==> config.mk <==
export PLATFORM = sky130hd
export DESIGN_NAME = arwt_timer
export DESIGN_NICKNAME = d
export VERILOG_FILES = /design/src/common/arwt_pkg.sv /design/src/core/arwt_timer.sv
export VERILOG_INCLUDE_DIRS = /design/src /design/src/common
export SDC_FILE = /design/constraint.sdc
export NUM_CORES = 1
export LEC_CHECK = 0
export BUFFER_PORTS_ARGS = -buffer_cell sky130_fd_sc_hd__buf_2
export CELL_PAD_IN_SITES_DETAIL_PLACEMENT = 0
export CELL_PAD_IN_SITES_GLOBAL_PLACEMENT = 1
export CORE_MARGIN = 8
export CORE_UTILIZATION = 40
export CTS_CLUSTER_DIAMETER = 60
export CTS_CLUSTER_SIZE = 16
export DETAILED_ROUTE_END_ITERATION = 6
export PLACE_DENSITY_LB_ADDON = 0.1
export SYNTH_ARGS = -nofsm -noshare
export SYNTH_HDL_FRONTEND = slang
export SYNTH_SLANG_ARGS = --single-unit
==> constraint.sdc <==
create_clock -name clk -period 2.6 [get_ports clk]
set_clock_uncertainty 0.1 [all_clocks]
set_input_delay 0.13 -clock clk [delete_from_list [all_inputs] [get_ports clk]]
set_output_delay 0.13 -clock clk [all_outputs]
set_load 0.01 [all_outputs]
==> src/common/arwt_params.svh <==
// constants of the auto-reload watchdog timer
`ifndef ARWT_PARAMS_SVH
`define ARWT_PARAMS_SVH
`define ARWT_ADDR_COUNT 3'h0
`define ARWT_ADDR_RELOAD 3'h1
`define ARWT_ADDR_CTRL 3'h2
`define ARWT_ADDR_IRQ 3'h3
`define ARWT_CS_LSB 0
`define ARWT_RUN_BIT 3
`define ARWT_ONE_BIT 4
`define ARWT_WDRUN_BIT 5
`define ARWT_NEXT_BIT 6
`define ARWT_MODE_BIT 7
`define ARWT_CTRL_RESET 8'h10
`define ARWT_CODE_A 4'h3
`define ARWT_CODE_B 4'hC
`define ARWT_IRQ_VECTOR 16'h0042
`define ARWT_RESET_VECTOR 16'h0004
`define ARWT_IRQ_REQ_BIT 0
`define ARWT_IRQ_EN_BIT 1
`define ARWT_PRIO_LO_BIT 2
`define ARWT_PRIO_HI_BIT 3
`endif

==> src/common/arwt_pkg.sv <==
// types of the auto-reload watchdog timer
package arwt_pkg;
	typedef struct packed {
		logic [2:0] addr;
		logic [7:0] wdata;
		logic wr;
		logic rd;
	} arwt_bus_t;
	typedef enum logic [1:0] {
		ARWT_AUTO,
		ARWT_WD_ARMED,
		ARWT_WD_COUNT
	} arwt_mode_t;
endpackage

==> src/core/arwt_timer.sv <==
// auto-reload / watchdog 8-bit timer
// What this block does
// - counter write in auto-reload mode also loads reload register
// - bits 0-2 pick clock, bit 3 runs
// - control bit 7 selects watchdog mode
// - low nibble 3 starts watchdog, count kept
// - alternate C and 3 codes reload counter
// - bit 6 shows next expected code
// - counts each selected tick while running
// - overflow reloads counter, raises request only in auto mode
// - watchdog mode sticks until system reset
// - watchdog overflow resets system, vector 0004
// - timeout is ticks times 256 minus reload
// - auto overflow sets request flag
// - request forwarded only when enabled
// - two priority bits choose level
// - watchdog running ignores plain counter writes
// - reload read-only in watchdog mode
// - bit 5 reads one while watchdog counts
//
// The strobed register port and the register offsets were decided locally.
`timescale 1ns/1ns
`include "arwt_params.svh"
module arwt_timer #(
	parameter int SEL_W = 3
) (
	// clock and reset
	input wire logic clk,
	input wire logic reset,
	// register port
	input wire arwt_pkg::arwt_bus_t bus,
	output logic [7:0] rdata,
	// prescaled count ticks, one per selection
	input wire logic [(1<<SEL_W)-1:0] tick_in,
	// interrupt and system reset
	output logic irq,
	output logic [1:0] irq_priority,
	output logic [15:0] irq_vector,
	output logic sys_reset,
	output logic [15:0] reset_vector
);
	logic [7:0] count_value_reg;
	logic [7:0] reload_value_reg;
	logic [SEL_W-1:0] count_clock_select_reg;
	logic autoreload_run_reg;
	logic next_refresh_code_flag_reg;
	logic overflow_irq_request_reg;
	logic overflow_irq_enable_reg;
	logic [1:0] prio_reg;
	logic sys_reset_reg;
	arwt_pkg::arwt_mode_t mode_reg;
	logic tick;
	logic ovf;
	logic wr_count;
	logic wr_reload;
	logic wr_ctrl;
	logic wr_irq;
	logic code_ok;
	logic wd_mode;
	logic counting;

	function automatic logic hit(input logic strobe, input logic [2:0] a, input logic [2:0] ref_a);
		hit = strobe && (a == ref_a);
	endfunction

	assign wr_count = hit(bus.wr, bus.addr, `ARWT_ADDR_COUNT);
	assign wr_reload = hit(bus.wr, bus.addr, `ARWT_ADDR_RELOAD);
	assign wr_ctrl = hit(bus.wr, bus.addr, `ARWT_ADDR_CTRL);
	assign wr_irq = hit(bus.wr, bus.addr, `ARWT_ADDR_IRQ);
	assign wd_mode = (mode_reg != arwt_pkg::ARWT_AUTO);
	assign tick = tick_in[count_clock_select_reg];
	assign counting = (mode_reg == arwt_pkg::ARWT_WD_COUNT) ||
		(!wd_mode && autoreload_run_reg);
	assign ovf = counting && tick && (count_value_reg == 8'hFF);
	// flag 0 expects low nibble 3, flag 1 expects C
	assign code_ok = next_refresh_code_flag_reg ?
		(bus.wdata[3:0] == `ARWT_CODE_B) : (bus.wdata[3:0] == `ARWT_CODE_A);

	// mode state
	always_ff @(posedge clk or posedge reset) begin
		if (reset) begin
			mode_reg <= arwt_pkg::ARWT_AUTO;
		end else begin
			case (mode_reg)
				arwt_pkg::ARWT_AUTO: begin
					if (wr_ctrl && bus.wdata[`ARWT_MODE_BIT]) begin
						mode_reg <= arwt_pkg::ARWT_WD_ARMED;
					end
				end
				arwt_pkg::ARWT_WD_ARMED: begin
					if (wr_count && bus.wdata[3:0] == `ARWT_CODE_A) begin
						mode_reg <= arwt_pkg::ARWT_WD_COUNT;
					end
				end
				arwt_pkg::ARWT_WD_COUNT: begin
					mode_reg <= arwt_pkg::ARWT_WD_COUNT;
				end
				default: begin
					mode_reg <= arwt_pkg::ARWT_AUTO;
				end
			endcase
		end
	end

	// control fields
	always_ff @(posedge clk or posedge reset) begin
		if (reset) begin
			count_clock_select_reg <= '0;
			autoreload_run_reg <= 1'b0;
		end else if (wr_ctrl && !wd_mode) begin
			count_clock_select_reg <= bus.wdata[SEL_W-1:0];
			autoreload_run_reg <= bus.wdata[`ARWT_RUN_BIT];
		end
	end

	// refresh code toggle
	always_ff @(posedge clk or posedge reset) begin
		if (reset) begin
			next_refresh_code_flag_reg <= 1'b0;
		end else if (mode_reg == arwt_pkg::ARWT_WD_ARMED && wr_count &&
			bus.wdata[3:0] == `ARWT_CODE_A) begin
			next_refresh_code_flag_reg <= 1'b1;
		end else if (mode_reg == arwt_pkg::ARWT_WD_COUNT && wr_count && code_ok) begin
			next_refresh_code_flag_reg <= !next_refresh_code_flag_reg;
		end
	end

	// counter
	always_ff @(posedge clk or posedge reset) begin
		if (reset) begin
			count_value_reg <= 8'h00;
		end else if (mode_reg == arwt_pkg::ARWT_WD_COUNT && wr_count && code_ok) begin
			count_value_reg <= reload_value_reg;
		end else if (wr_count && !wd_mode) begin
			count_value_reg <= bus.wdata;
		end else if (ovf) begin
			count_value_reg <= reload_value_reg;
		end else if (counting && tick) begin
			count_value_reg <= count_value_reg + 8'h01;
		end
	end

	// reload register
	always_ff @(posedge clk or posedge reset) begin
		if (reset) begin
			reload_value_reg <= 8'h00;
		end else if (!wd_mode && (wr_count || wr_reload)) begin
			reload_value_reg <= bus.wdata;
		end
	end

	// interrupt flags; set wins over clear
	always_ff @(posedge clk or posedge reset) begin
		if (reset) begin
			overflow_irq_request_reg <= 1'b0;
			overflow_irq_enable_reg <= 1'b0;
			prio_reg <= 2'b00;
		end else begin
			if (ovf && !wd_mode) begin
				overflow_irq_request_reg <= 1'b1;
			end else if (wr_irq) begin
				overflow_irq_request_reg <= bus.wdata[`ARWT_IRQ_REQ_BIT];
			end
			if (wr_irq) begin
				overflow_irq_enable_reg <= bus.wdata[`ARWT_IRQ_EN_BIT];
				prio_reg <= {bus.wdata[`ARWT_PRIO_HI_BIT], bus.wdata[`ARWT_PRIO_LO_BIT]};
			end
		end
	end

	// watchdog system reset pulse
	always_ff @(posedge clk or posedge reset) begin
		if (reset) begin
			sys_reset_reg <= 1'b0;
		end else begin
			sys_reset_reg <= ovf && (mode_reg == arwt_pkg::ARWT_WD_COUNT);
		end
	end

	// read data
	always_ff @(posedge clk or posedge reset) begin
		if (reset) begin
			rdata <= 8'h00;
		end else if (bus.rd) begin
			case (bus.addr)
				`ARWT_ADDR_COUNT: rdata <= count_value_reg;
				`ARWT_ADDR_RELOAD: rdata <= reload_value_reg;
				`ARWT_ADDR_CTRL: rdata <= {wd_mode, next_refresh_code_flag_reg,
					mode_reg == arwt_pkg::ARWT_WD_COUNT, 1'b1, autoreload_run_reg,
					count_clock_select_reg};
				`ARWT_ADDR_IRQ: rdata <= {4'h0, prio_reg[1], prio_reg[0],
					overflow_irq_enable_reg, overflow_irq_request_reg};
				default: rdata <= 8'h00;
			endcase
		end else begin
			rdata <= 8'h00;
		end
	end

	assign irq = overflow_irq_request_reg && overflow_irq_enable_reg;
	assign irq_priority = prio_reg;
	assign irq_vector = `ARWT_IRQ_VECTOR;
	assign sys_reset = sys_reset_reg;
	assign reset_vector = `ARWT_RESET_VECTOR;

	// ticks since the last refresh or overflow, watched by the timeout check
	logic [8:0] wd_ticks_reg;
	logic wd_timed_reg;
	logic wd_restart;
	logic wd_activate;
	assign wd_restart = (mode_reg == arwt_pkg::ARWT_WD_COUNT) && (ovf || (wr_count && code_ok));
	assign wd_activate = (mode_reg == arwt_pkg::ARWT_WD_ARMED) && wr_count &&
		(bus.wdata[3:0] == `ARWT_CODE_A);
	always_ff @(posedge clk or posedge reset) begin
		if (reset) begin
			wd_ticks_reg <= 9'h000;
			wd_timed_reg <= 1'b0;
		end else if (wd_restart) begin
			wd_ticks_reg <= 9'h000;
			wd_timed_reg <= 1'b1;
		end else if (mode_reg == arwt_pkg::ARWT_WD_COUNT && tick) begin
			wd_ticks_reg <= wd_ticks_reg + 9'h001;
		end
	end

	// watchdog mode entry and stickiness
	mode_sticky_a: assert property (@(posedge clk) disable iff (reset)
		wd_mode |=> wd_mode)
		else $error("watchdog mode left");
	count_sticky_a: assert property (@(posedge clk) disable iff (reset)
		(mode_reg == arwt_pkg::ARWT_WD_COUNT) |=> (mode_reg == arwt_pkg::ARWT_WD_COUNT))
		else $error("watchdog counting stopped");
	enter_wd_a: assert property (@(posedge clk) disable iff (reset)
		(!wd_mode && wr_ctrl && bus.wdata[`ARWT_MODE_BIT]) |=>
		(mode_reg == arwt_pkg::ARWT_WD_ARMED))
		else $error("watchdog mode not entered");
	stay_auto_a: assert property (@(posedge clk) disable iff (reset)
		(!wd_mode && !wr_ctrl) |=> !wd_mode)
		else $error("auto-reload mode left unasked");
	activate_a: assert property (@(posedge clk) disable iff (reset)
		wd_activate |=> (mode_reg == arwt_pkg::ARWT_WD_COUNT) && $stable(count_value_reg))
		else $error("activation wrong");
	armed_wait_a: assert property (@(posedge clk) disable iff (reset)
		(mode_reg == arwt_pkg::ARWT_WD_ARMED && !wd_activate) |=>
		(mode_reg == arwt_pkg::ARWT_WD_ARMED))
		else $error("watchdog started without code");
	armed_flag_a: assert property (@(posedge clk) disable iff (reset)
		wd_activate |=> next_refresh_code_flag_reg)
		else $error("activation left wrong expected code");

	// control register fields
	ctrl_write_a: assert property (@(posedge clk) disable iff (reset)
		(wr_ctrl && !wd_mode) |=> (count_clock_select_reg == $past(bus.wdata[SEL_W-1:0])) &&
		(autoreload_run_reg == $past(bus.wdata[`ARWT_RUN_BIT])))
		else $error("control write not taken");
	ctrl_lock_a: assert property (@(posedge clk) disable iff (reset)
		(wr_ctrl && wd_mode) |=> $stable(count_clock_select_reg) && $stable(autoreload_run_reg))
		else $error("control changed in watchdog mode");

	// counter
	count_step_a: assert property (@(posedge clk) disable iff (reset)
		(counting && tick && !ovf && !wr_count) |=>
		(count_value_reg == $past(count_value_reg) + 8'h01))
		else $error("no increment");
	halt_hold_a: assert property (@(posedge clk) disable iff (reset)
		(!counting && !wr_count) |=> $stable(count_value_reg))
		else $error("counter moved while halted");
	auto_reload_a: assert property (@(posedge clk) disable iff (reset)
		(ovf && !wr_count) |=> (count_value_reg == $past(reload_value_reg)))
		else $error("overflow did not reload");
	copy_reload_a: assert property (@(posedge clk) disable iff (reset)
		(wr_count && !wd_mode) |=> (reload_value_reg == $past(bus.wdata)) &&
		(count_value_reg == $past(bus.wdata)))
		else $error("counter write not copied");
	refresh_load_a: assert property (@(posedge clk) disable iff (reset)
		(mode_reg == arwt_pkg::ARWT_WD_COUNT && wr_count && code_ok) |=>
		(count_value_reg == $past(reload_value_reg)))
		else $error("refresh did not reload");
	refresh_toggle_a: assert property (@(posedge clk) disable iff (reset)
		(mode_reg == arwt_pkg::ARWT_WD_COUNT && wr_count && code_ok) |=>
		(next_refresh_code_flag_reg != $past(next_refresh_code_flag_reg)))
		else $error("refresh did not toggle expected code");
	bad_code_a: assert property (@(posedge clk) disable iff (reset)
		(mode_reg == arwt_pkg::ARWT_WD_COUNT && wr_count && !code_ok) |=>
		$stable(next_refresh_code_flag_reg))
		else $error("bad code toggled flag");
	bad_count_a: assert property (@(posedge clk) disable iff (reset)
		(mode_reg == arwt_pkg::ARWT_WD_COUNT && wr_count && !code_ok && !tick) |=>
		$stable(count_value_reg))
		else $error("bad code changed counter");
	flag_hold_a: assert property (@(posedge clk) disable iff (reset)
		!wr_count |=> $stable(next_refresh_code_flag_reg))
		else $error("expected code moved without write");

	// reload register
	reload_write_a: assert property (@(posedge clk) disable iff (reset)
		(wr_reload && !wd_mode) |=> (reload_value_reg == $past(bus.wdata)))
		else $error("reload write not taken");
	reload_lock_a: assert property (@(posedge clk) disable iff (reset)
		(wd_mode && $past(wd_mode)) |-> $stable(reload_value_reg))
		else $error("reload changed in watchdog");

	// interrupt flags
	irq_set_a: assert property (@(posedge clk) disable iff (reset)
		(ovf && !wd_mode) |=> overflow_irq_request_reg)
		else $error("request not set");
	irq_gate_a: assert property (@(posedge clk) disable iff (reset)
		(wr_irq && !bus.wdata[`ARWT_IRQ_EN_BIT]) |=> !irq)
		else $error("irq without enable");
	irq_clear_a: assert property (@(posedge clk) disable iff (reset)
		(wr_irq && !bus.wdata[`ARWT_IRQ_REQ_BIT] && !ovf) |=> !overflow_irq_request_reg)
		else $error("request not cleared");
	wd_no_irq_a: assert property (@(posedge clk) disable iff (reset)
		(wd_mode && !wr_irq) |=> $stable(overflow_irq_request_reg))
		else $error("request moved in watchdog mode");
	prio_write_a: assert property (@(posedge clk) disable iff (reset)
		wr_irq |=>
		(irq_priority == $past({bus.wdata[`ARWT_PRIO_HI_BIT], bus.wdata[`ARWT_PRIO_LO_BIT]})))
		else $error("priority not taken");

	// system reset
	wd_reset_a: assert property (@(posedge clk) disable iff (reset)
		(ovf && mode_reg == arwt_pkg::ARWT_WD_COUNT) |=> sys_reset)
		else $error("no system reset");
	auto_no_reset_a: assert property (@(posedge clk) disable iff (reset)
		(mode_reg != arwt_pkg::ARWT_WD_COUNT) |=> !sys_reset)
		else $error("system reset outside watchdog");
	timeout_len_a: assert property (@(posedge clk) disable iff (reset)
		(ovf && wd_timed_reg && mode_reg == arwt_pkg::ARWT_WD_COUNT) |->
		(wd_ticks_reg + 9'h001 == 9'h100 - {1'b0, reload_value_reg}))
		else $error("watchdog timeout length wrong");

	// read data
	rd_idle_a: assert property (@(posedge clk) disable iff (reset)
		!bus.rd |=> (rdata == 8'h00))
		else $error("read data not idle");
	count_read_a: assert property (@(posedge clk) disable iff (reset)
		(bus.rd && bus.addr == `ARWT_ADDR_COUNT) |=> (rdata == $past(count_value_reg)))
		else $error("counter read wrong");
	reload_read_a: assert property (@(posedge clk) disable iff (reset)
		(bus.rd && bus.addr == `ARWT_ADDR_RELOAD) |=> (rdata == $past(reload_value_reg)))
		else $error("reload read wrong");
	ctrl_read_a: assert property (@(posedge clk) disable iff (reset)
		(bus.rd && bus.addr == `ARWT_ADDR_CTRL) |=> rdata[`ARWT_ONE_BIT] &&
		(rdata[`ARWT_WDRUN_BIT] == $past(mode_reg == arwt_pkg::ARWT_WD_COUNT)))
		else $error("control read wrong");
	next_read_a: assert property (@(posedge clk) disable iff (reset)
		(bus.rd && bus.addr == `ARWT_ADDR_CTRL) |=>
		(rdata[`ARWT_NEXT_BIT] == $past(next_refresh_code_flag_reg)))
		else $error("expected code read wrong");
	mode_read_a: assert property (@(posedge clk) disable iff (reset)
		(bus.rd && bus.addr == `ARWT_ADDR_CTRL) |=> (rdata[`ARWT_MODE_BIT] == $past(wd_mode)))
		else $error("mode bit read wrong");
endmodule

==> impl_metrics.yaml, run 1 <==
outcome:
  outcome: "finished clean"
place:
  portBuffers: 34
  place_area_sq_um: 2529
  placed_cells: 341
  gp_congestion: 0.8262
  hpwl_um: 4603
logic_synthesis:
  synth_area_leaders: "dfrtp_1 38%, buf_4 10%, mux2_2 7.0%"
  synth_edf_count: 0
  avgSynthCellArea_sq_um: 10.07
  yosysUniqueCellTypes: 59
  synthFlopType: "dfrtp_1"
  syn_area_sq_um: 2396
  async_flop_share_pct: 100.0
  synth_warnings: 0
  synthCells: 238
  synth.top_cell.area_share_pct: 37.60
  synth-seq-cells: 36
  synth.largest_area_cell: "dfrtp_1"
  ys_seq_area_share_pct: 37.60
setup_path:
  crit_start: "count_clock_select_reg[0]"
  worstPathArrival_ns: 2.37
  path_class: "reg2reg"
  cp_max_fo: 12
  critPathRequiredTime_ns: 2.69
  r2r_start: "count_clock_select_reg[0]"
  cp-start-kind: "register"
  end_kind: "register"
floorplanning:
  die_area_sq_um: 8723
  initial_core_util_pct: 40.95
  die_w_um: 93.40
  io_pins: 67
  row_count: 28
  die_y_um: 93.40
  core_sq_um: 5851
pwr:
  powerDensity_nw_per_um2: 860.6
  peakVddDrop_mv: 0.3430
  p_leak_nw: 1.242
grt:
  grt_overflow: 0
  grt_pass1_wl_um: 10130
  first_global_vias: 1907
  track_usage_pct: 14.91
  grt_max_degree: 37
  antenna_found_initial: 0
route:
  drt_iter0_markers: 87
  ant_nets: 0
  post_drt_wl_per_cell_um: 17.10
  drc: 0
  firstDrtPassIters: 4
  viasPerCell: 5.113
  vias: 1805
  wl_um: 6037
finish:
  final_common_cell: "dfrtp_1"
  finalNetCount: 304
  fin_cells: 353
  drive_above_1_share_pct: 29.86
  final_area_sq_um: 2681
  diodes: 0
  layout_common_cells: "36 x dfrtp_1, 34 x buf_2, 32 x conb_1"
  area_delta_synth_final_pct: 11.91
clock_network:
  cts_tree: "done"
  clkLatencyLatePin_ns: 0.30
  post-cts-setup-buffers: 0
  clock_path_buffers: 2
  htree_num_levels: 2
  cts.clk_slew.worst_paths_ns: 0.08
  root_buffer: "clkbuf_8"
  numCtsBuffers: 5
  cts.sinks: 36
sta:
  worst_slew_pin_slew_ns: 0.5216
  hold_viol_final: 0
  rsz0062_at_grt: "no"
  finalCritPeriodShare_pct: 87.71
  maxSlewHeadroom_pct: 65.13
  hold_slack_ns: 0.03597
  maxSlewViolCount: 0
  setup_violations: 0
  tns_ns: 0
  fmax_mhz: 438.5
  period_minus_slack_ns: 2.281
worst_hold_path:
  hp-class: "in2reg"
  min_from: "bus[9]"
flow_run:
  drv_cap: 0
-- routing by layer --
layer  part of all wire [%]  track usage [%]  vias up
met4                    1.8            6.443        0
met5                      0                0        -
met3                    4.7            3.045        8
met2                     47            22.86       50
li1                       -                -      865
met1                     46            19.82      882
-- through the flow --
step,setup slack (ns),util [%],power [W]
2_1_floorplan,0.6369,-,0.001626
3_3_place_gp,0.3757,43.22,0.001811
3_5_place_dp,0.3012,43.22,0.001816
4_1_cts,0.2727,45.81,0.002330
5_1_grt,0.09949,45.83,0.002498
6_report,0.3194,45.83,0.002308
-- Yosys cell counts (all sizes together), types with 2 or more instances --
master   n
a211oi   4
a21o     2
a21oi   12
a31oi    4
and3     7
and4bb   2
buf     38
clkbuf   5
conb     2
dfrtp   36
ha       4
inv      6
mux2    15
mux2i    8
mux4     4
nand2   10
nand2b   2
nand3   10
nand4    2
nor2    20
nor2b    6
nor3     4
nor3b    2
o21a     3
o21ai    7
o32ai    2
or2      2
xnor2    2
-- what timing repair did --
| action | CTS | global route |
|---|---|---|
| setup endpoints to repair | 0 | 1 |
| resized for setup | 0 | 1 |
| hold buffers | 4 | 0 |
| endpoints found under the hold margin | 39 | 0 |
-- path summary, 6_finish.rpt --
path / to / slack (ns) / cells after the start
min in group asynchronous: reload_value_reg[6] / 0.38 / 4
min: reload_value_reg[7] / 0.04 / 2
max: count_value_reg[2] / 0.32 / 5
max reg2reg: count_value_reg[2] / 0.32 / 5
max in group asynchronous: rdata[2] / 1.68 / 4
min reg2reg: mode_reg[0] / 0.43 / 1
-- where the power goes --
part	internal, W	leakage [nW]	switching [W]
Sequential	0.000745	0.443	0.000220
Combinational	0.000424	0.745	0.000422
Clock	0.000284	0.0541	0.000213
-- cell families (layout without fill, tap and decap cells) --
logic type | Yosys count | after routing | share of synthesized area [%]
and+or+nand+nor | 72 | 72 | 17.13
buffers and inverters | 49 | 59 | 13.32
AOI/OAI and AO/OA | 45 | 45 | 13.63
DFF | 36 | 36 | 37.60
muxes | 27 | 27 | 14.83
adders and majority gates | 4 | 4 | 2.089
xor gates and xnor gates | 3 | 3 | 1.097
other | 2 | 32 | 0.3134
-- critical path, cell delays in order (launching register included) --
cell and delay [ns]:
dfrtp_1 0.46, mux2i_1 0.22, o32ai_1 0.12, o31a_2 0.47
or3_1 0.57, o21a_1 0.23
-- area by class of cell --
cell class,instances,area (sq um)
Clock inverter,3,42.54
Fill cell,577,3169
Inverter,6,22.52
Clock buffer,5,68.82
Tap cell,75,93.84
Multi-Input combinational cell,183,1290
Timing Repair Buffer,45,262.8
Sequential cell,36,900.9
(Power assumes the default switching activity.)
==> run 2, diff against run 1 <==
BUFFER_PORTS_ARGS = not set   (was -buffer_cell sky130_fd_sc_hd__buf_2)
CAP_MARGIN = 20   (was not set)
DONT_BUFFER_PORTS = 1   (was not set)
==> impl_metrics.yaml, run 2 (synthesized netlist as in run 1, its figures left out) <==
outcome:
  outcome: "finished clean"
clock_network:
  post-cts-setup-buffers: 0
  clock_path_buffers: 2
  cts.clk_slew.worst_paths_ns: 0.07
  cts-resized-gates: 0
  cts_tree: "done"
  cts.sinks: 36
  htree_num_levels: 2
  root_buffer: "clkbuf_8"
  clkLatencyLatePin_ns: 0.29
  numCtsBuffers: 5
finish:
  diodes: 0
  drive_above_1_share_pct: 17.20
  area_delta_synth_final_pct: 6.580
  finalNetCount: 277
  final_common_cell: "dfrtp_1"
  final_area_sq_um: 2554
  layout_common_cells: "36 x dfrtp_1, 32 x conb_1, 19 x nor2_1"
  nFillCells: 597
place:
  place_area_sq_um: 2336
  place_ws_ns: 0.2869
  gp_congestion: 0.7784
  hpwl_um: 4446
  portBuffers: 0
floorplanning:
  die_w_um: 93.40
  row_count: 28
  die_y_um: 93.40
  core_sq_um: 5851
  die_area_sq_um: 8723
  initial_core_util_pct: 40.95
  io_pins: 67
setup_path:
  cp-endpoint: "count_value_reg[1]"
  crit_start: "count_clock_select_reg[1]"
  crit_chain: "mux2i_1 > o32ai_1 > o31a_1 > or3_1 > nor2_2 > a41oi_2"
  critPathBufInv: 0
  r2r_slack_ns: 0.25
  crit_family: "simple AND/OR/NAND/NOR gates"
  path_depth: 6
  slowest_stage: "or3_1"
  cp-start-kind: "register"
  cp_max_fo: 12
  path_class: "reg2reg"
  r2r_start: "count_clock_select_reg[1]"
  rr_worst_depth: 6
  r2r_end: "count_value_reg[1]"
  worstPathArrival_ns: 2.39
  end_kind: "register"
  critPathRequiredTime_ns: 2.64
  critPathMaxStageDelay_ns: 0.60
pwr:
  p_leak_nw: 1.110
  p_sw_share_pct: 38.59
  powerDensity_nw_per_um2: 848.2
  pwr-share-seq_pct: 45.3
  peakVddDrop_mv: 0.3976
  power_frac_clock_pct: 17.7
  p_int_w: 0.001330
  switching_power_w: 0.0008358
  power_frac_comb_pct: 37.0
sta:
  period_minus_slack_ns: 2.349
  maxSlewViolCount: 0
  fmax_mhz: 425.8
  setup_violations: 0
  maxSlewHeadroom_pct: 64.47
  hold_viol_final: 0
  rsz0062_at_grt: "no"
  tns_ns: 0
  worst_slew_pin_slew_ns: 0.5315
  finalCritPeriodShare_pct: 90.34
  hold_slack_ns: 0.01041
  finalWorstSetupSlack_ns: 0.2512
worst_hold_path:
  hp-class: "in2reg"
grt:
  grt_max_degree: 37
  busiest_layer: "met2"
  track_usage_pct: 14.68
  grt_pass1_wl_um: 10070
  first_global_vias: 1844
  grt_overflow: 0
  grtUsageMet2_pct: 22.86
  grt_use_met1_pct: 20.41
  met3_usage_pct: 2.163
  antenna_found_initial: 0
route:
  viasPerCell: 5.415
  wl_um: 6192
  firstDrtPassIters: 4
  drc: 0
  ant_nets: 0
  drt_iter0_markers: 71
  post_drt_wl_per_cell_um: 19.05
  vias: 1760
flow_run:
  drv_cap: 0
==> run 2: changes by cell type in the layout (fill, tap and decap cells not counted) <==
cell	change
buf_2	-34
dlygate4sd3_1	+10
clkbuf_1	+1
o31a_1	+1
buf_4	-3
o31a_2	-1
clkinvlp_4	-1
bufinv_16	-1
==> run 2: per-layer routing <==
metal | routed length, um | part of all wire [%]
met1 | 3024 | 49
met2 | 2876 | 46
met3 | 210 | 3.4
met4 | 81 | 1.3
met5 | 0 | 0
==> run 2: tightest hold or removal path, cell delays in order <==
cell,delay [ns]
a211oi_1,0.06
a21oi_1,0.11
nor2_1,0.05
==> run 2: power groups by stage <==
| stage | Sequential [W] | Combinational, W | Clock (W) |
|---|---|---|---|
| 6_report | 0.000981 | 0.000801 | 0.000384 |
| 5_1_grt | 0.00101 | 0.000889 | 0.000416 |
| 4_1_cts | 0.000979 | 0.000802 | 0.000395 |
| 3_5_place_dp | 0.000990 | 0.000771 | 0 |
| 3_3_place_gp | 0.000995 | 0.000764 | 0 |
| 2_1_floorplan | 0.000902 | 0.000723 | 0 |
==> run 2: stage by stage <==
step | util [%] | instances | power [W]
after floorplan | - | 268 | 0.001626
after global placement | 39.93 | 304 | 0.001759
after detailed placement | 39.93 | 304 | 0.001761
after CTS | 43.65 | 325 | 0.002176
after global routing | 43.65 | 325 | 0.002319
final | 43.65 | 325 | 0.002166
==> run 2: final cells by class <==
cell class | instances | area [sq um] | area share, %
timing repair buffer | 18 | 170.2 | 6.663
sequential | 36 | 900.9 | 35.28
inverter | 6 | 22.52 | 0.8819
multi-input combinational | 183 | 1289 | 50.47
tap | 75 | 93.84 | 3.675
clock buffer | 6 | 72.57 | 2.842
clock inverter | 1 | 5.005 | 0.1960
==> run 2: how the worst min path moves through the flow <==
stage             from                  endpoint  slack, ns  cells after the start
5_1_grt        bus[11]                  rdata[7]       0.01                      3
6_report       bus[11]                  rdata[7]       0.01                      3
4_1_cts        bus[11]                  rdata[7]      0.005                      3
3_5_place_dp     reset        count_value_reg[6]       0.07                      2
3_3_place_gp     reset       reload_value_reg[4]       0.07                      2
2_1_floorplan   bus[2]  overflow_irq_request_reg       0.17                      2
==> run 2: what timing repair did <==
| action | CTS | global route |
|---|---|---|
| hold buffers | 14 | 0 |
| endpoints found under the setup margin | 0 | 0 |
| endpoints found under the hold margin | 58 | 0 |
==> run 3, diff against run 2 <==
ABC_AREA = 1   (was not set)
==> impl_metrics.yaml, run 3 <==
worst_hold_path:
  holdPathStages: 5
  hp-class: "in2reg"
  min_from: "bus[10]"
  min_to: "count_value_reg[4]"
clock_network:
  htree_num_levels: 2
  clkLatencyLatePin_ns: 0.29
  cts-resized-gates: 0
  postCtsHoldBufs: 11
  cts.sinks: 36
  root_buffer: "clkbuf_8"
  post-cts-setup-buffers: 0
  clock_path_buffers: 2
  numCtsBuffers: 5
  cts.clk_slew.worst_paths_ns: 0.08
  cts_tree: "done"
setup_path:
  crit_chain: "inv_1 > ha_1 > nand2_1 > nor2_2 > nand2_1 > o21ai_1 > inv_1 > nand2_1 > nand3_1 > nand2_1"
  r2r_end: "count_value_reg[5]"
  cp-start-kind: "register"
  r2r_start: "mode_reg[1]"
  rr_worst_depth: 10
  end_kind: "register"
  critPathRequiredTime_ns: 2.74
  worstPathArrival_ns: 2.11
  cp_max_fo: 16
  slowest_stage: "nor2_2"
  r2r_slack_ns: 0.62
  path_class: "reg2reg"
  crit_top_cell: "nand2_1"
  critPathMaxStageDelay_ns: 0.45
floorplanning:
  die_w_um: 94.92
  die_area_sq_um: 9009
  die_y_um: 94.92
  io_pins: 67
  row_count: 28
  initial_core_util_pct: 41.83
  core_sq_um: 5956
place:
  gp_congestion: 0.8130
  hpwl_um: 5121
  portBuffers: 0
grt:
  met3_usage_pct: 3.968
  grt_pass1_wl_um: 10900
  grt_overflow: 0
  track_usage_pct: 15.57
  busiest_layer: "met2"
  grt_max_degree: 37
  first_global_vias: 2021
  grt_use_met1_pct: 21.32
  antenna_found_initial: 0
  grtUsageMet2_pct: 23.81
sta:
  hold_viol_final: 0
  maxSlewViolCount: 0
  rsz0062_at_grt: "no"
  worst_slew_pin_slew_ns: 0.5211
  tns_ns: 0
  period_minus_slack_ns: 1.976
  fmax_mhz: 506.1
  hold_slack_ns: 0.005146
  finalCritPeriodShare_pct: 76.00
  maxSlewHeadroom_pct: 65.22
  setup_violations: 0
logic_synthesis:
  async_flop_share_pct: 100.0
  synth_common_cells: "74 x nand2_1, 40 x inv_1, 36 x dfrtp_1"
  synth_edf_count: 0
  synthCells: 319
  syn_area_sq_um: 2491
  ys_seq_area_share_pct: 36.16
  yosysMostFrequentCell: "nand2_1"
  yosysUniqueCellTypes: 34
  avgSynthCellArea_sq_um: 7.809
  synth.largest_area_cell: "dfrtp_1"
  synth-seq-cells: 36
  synthFlopType: "dfrtp_1"
  synth_warnings: 0
  synth_area_leaders: "dfrtp_1 36%, nand2_1 11%, buf_4 9.6%"
  synth.top_cell.area_share_pct: 36.16
pwr:
  power_frac_comb_pct: 42.9
  p_leak_nw: 1.387
  p_int_w: 0.001241
  power_frac_clock_pct: 17.0
  p_sw_share_pct: 45.41
  peakVddDrop_mv: 0.2962
  pwr-share-seq_pct: 40.1
  powerDensity_nw_per_um2: 859.7
  switching_power_w: 0.001032
route:
  vias: 2027
  post_drt_wl_per_cell_um: 16.12
  viasPerCell: 4.956
  ant_nets: 0
  drt_iter0_markers: 133
  drc: 0
  firstDrtPassIters: 4
  wl_um: 6593
finish:
  area_delta_synth_final_pct: 6.128
  finalNetCount: 361
  drive_above_1_share_pct: 13.77
  layout_common_cells: "74 x nand2_1, 40 x inv_1, 36 x dfrtp_1"
  final_common_cell: "nand2_1"
  diodes: 0
flow_run:
  drv_cap: 0
outcome:
  outcome: "finished clean"
run 3: metal layers:
layer  part of all wire (%)  up-vias
met3                    6.9        6
met1                     47      962
met5                      0        -
li1                       -      993
met4                   0.94        0
met2                     45       66
run 3: stage by stage:
stage                     worst slack (ns)  area (sq um)  instances  utilization (%)  total power [W]
after detailed placement            0.6255          2456        391            41.24         0.001881
after floorplan                     0.9773          2604        349                -         0.001671
final                               0.6241          2644        409            44.39         0.002273
after global placement              0.6969          2456        391            41.24         0.001885
after CTS                           0.6093          2644        409            44.39         0.002285
after global routing                0.3634          2644        409            44.39         0.002472
run 3: worst max path at each step:
| stage | to | depth (start not counted) | start |
|---|---|---|---|
| after detailed placement | count_value_reg[5] | 10 | mode_reg[1] |
| after floorplan | count_value_reg[1] | 10 | count_value_reg[0] |
| after global routing | count_value_reg[5] | 10 | mode_reg[1] |
| final | count_value_reg[5] | 10 | mode_reg[1] |
| after CTS | count_value_reg[5] | 10 | mode_reg[1] |
| after global placement | count_value_reg[1] | 10 | count_value_reg[0] |
run 3: final cells by class:
type,count,area [sq um]
Inverter,47,178.9
Sequential cell,36,900.9
Fill cell,614,3312
Clock buffer,6,72.57
Tap cell,75,93.84
Timing Repair Buffer,12,117.6
Multi-Input combinational cell,232,1275
Clock inverter,1,5.005
run 3: power groups by stage:
stage          registers, W  logic [W]  clock network [W]
3_5_place_dp       0.000920   0.000961                  0
5_1_grt            0.000938    0.00112           0.000419
4_1_cts            0.000911   0.000978           0.000396
6_report           0.000911   0.000975           0.000387
3_3_place_gp       0.000918   0.000967                  0
2_1_floorplan      0.000876   0.000795                  0
run 3: cells by family (layout without fill, tap and decap cells):
logic type,count (synthesis),after routing,synth area share (%)
AND/OR/NAND/NOR,143,143,30.99
buffers and inverters,81,66,17.18
AO/OA/AOI/OAI,47,47,11.20
flip-flops,36,36,36.16
XOR/XNOR,5,5,1.758
adder cells (fa/ha/maj),4,4,2.009
other,2,32,0.3015
multiplexers,1,1,0.4018
run 3: critical path, delay by kind of cell, from the launching register on:
kind	cells	cell delay, ns
fa+ha+maj	1	0.25
simple gates	6	0.88
buf+inv	2	0.15
compound gates	1	0.14
flops	1	0.39
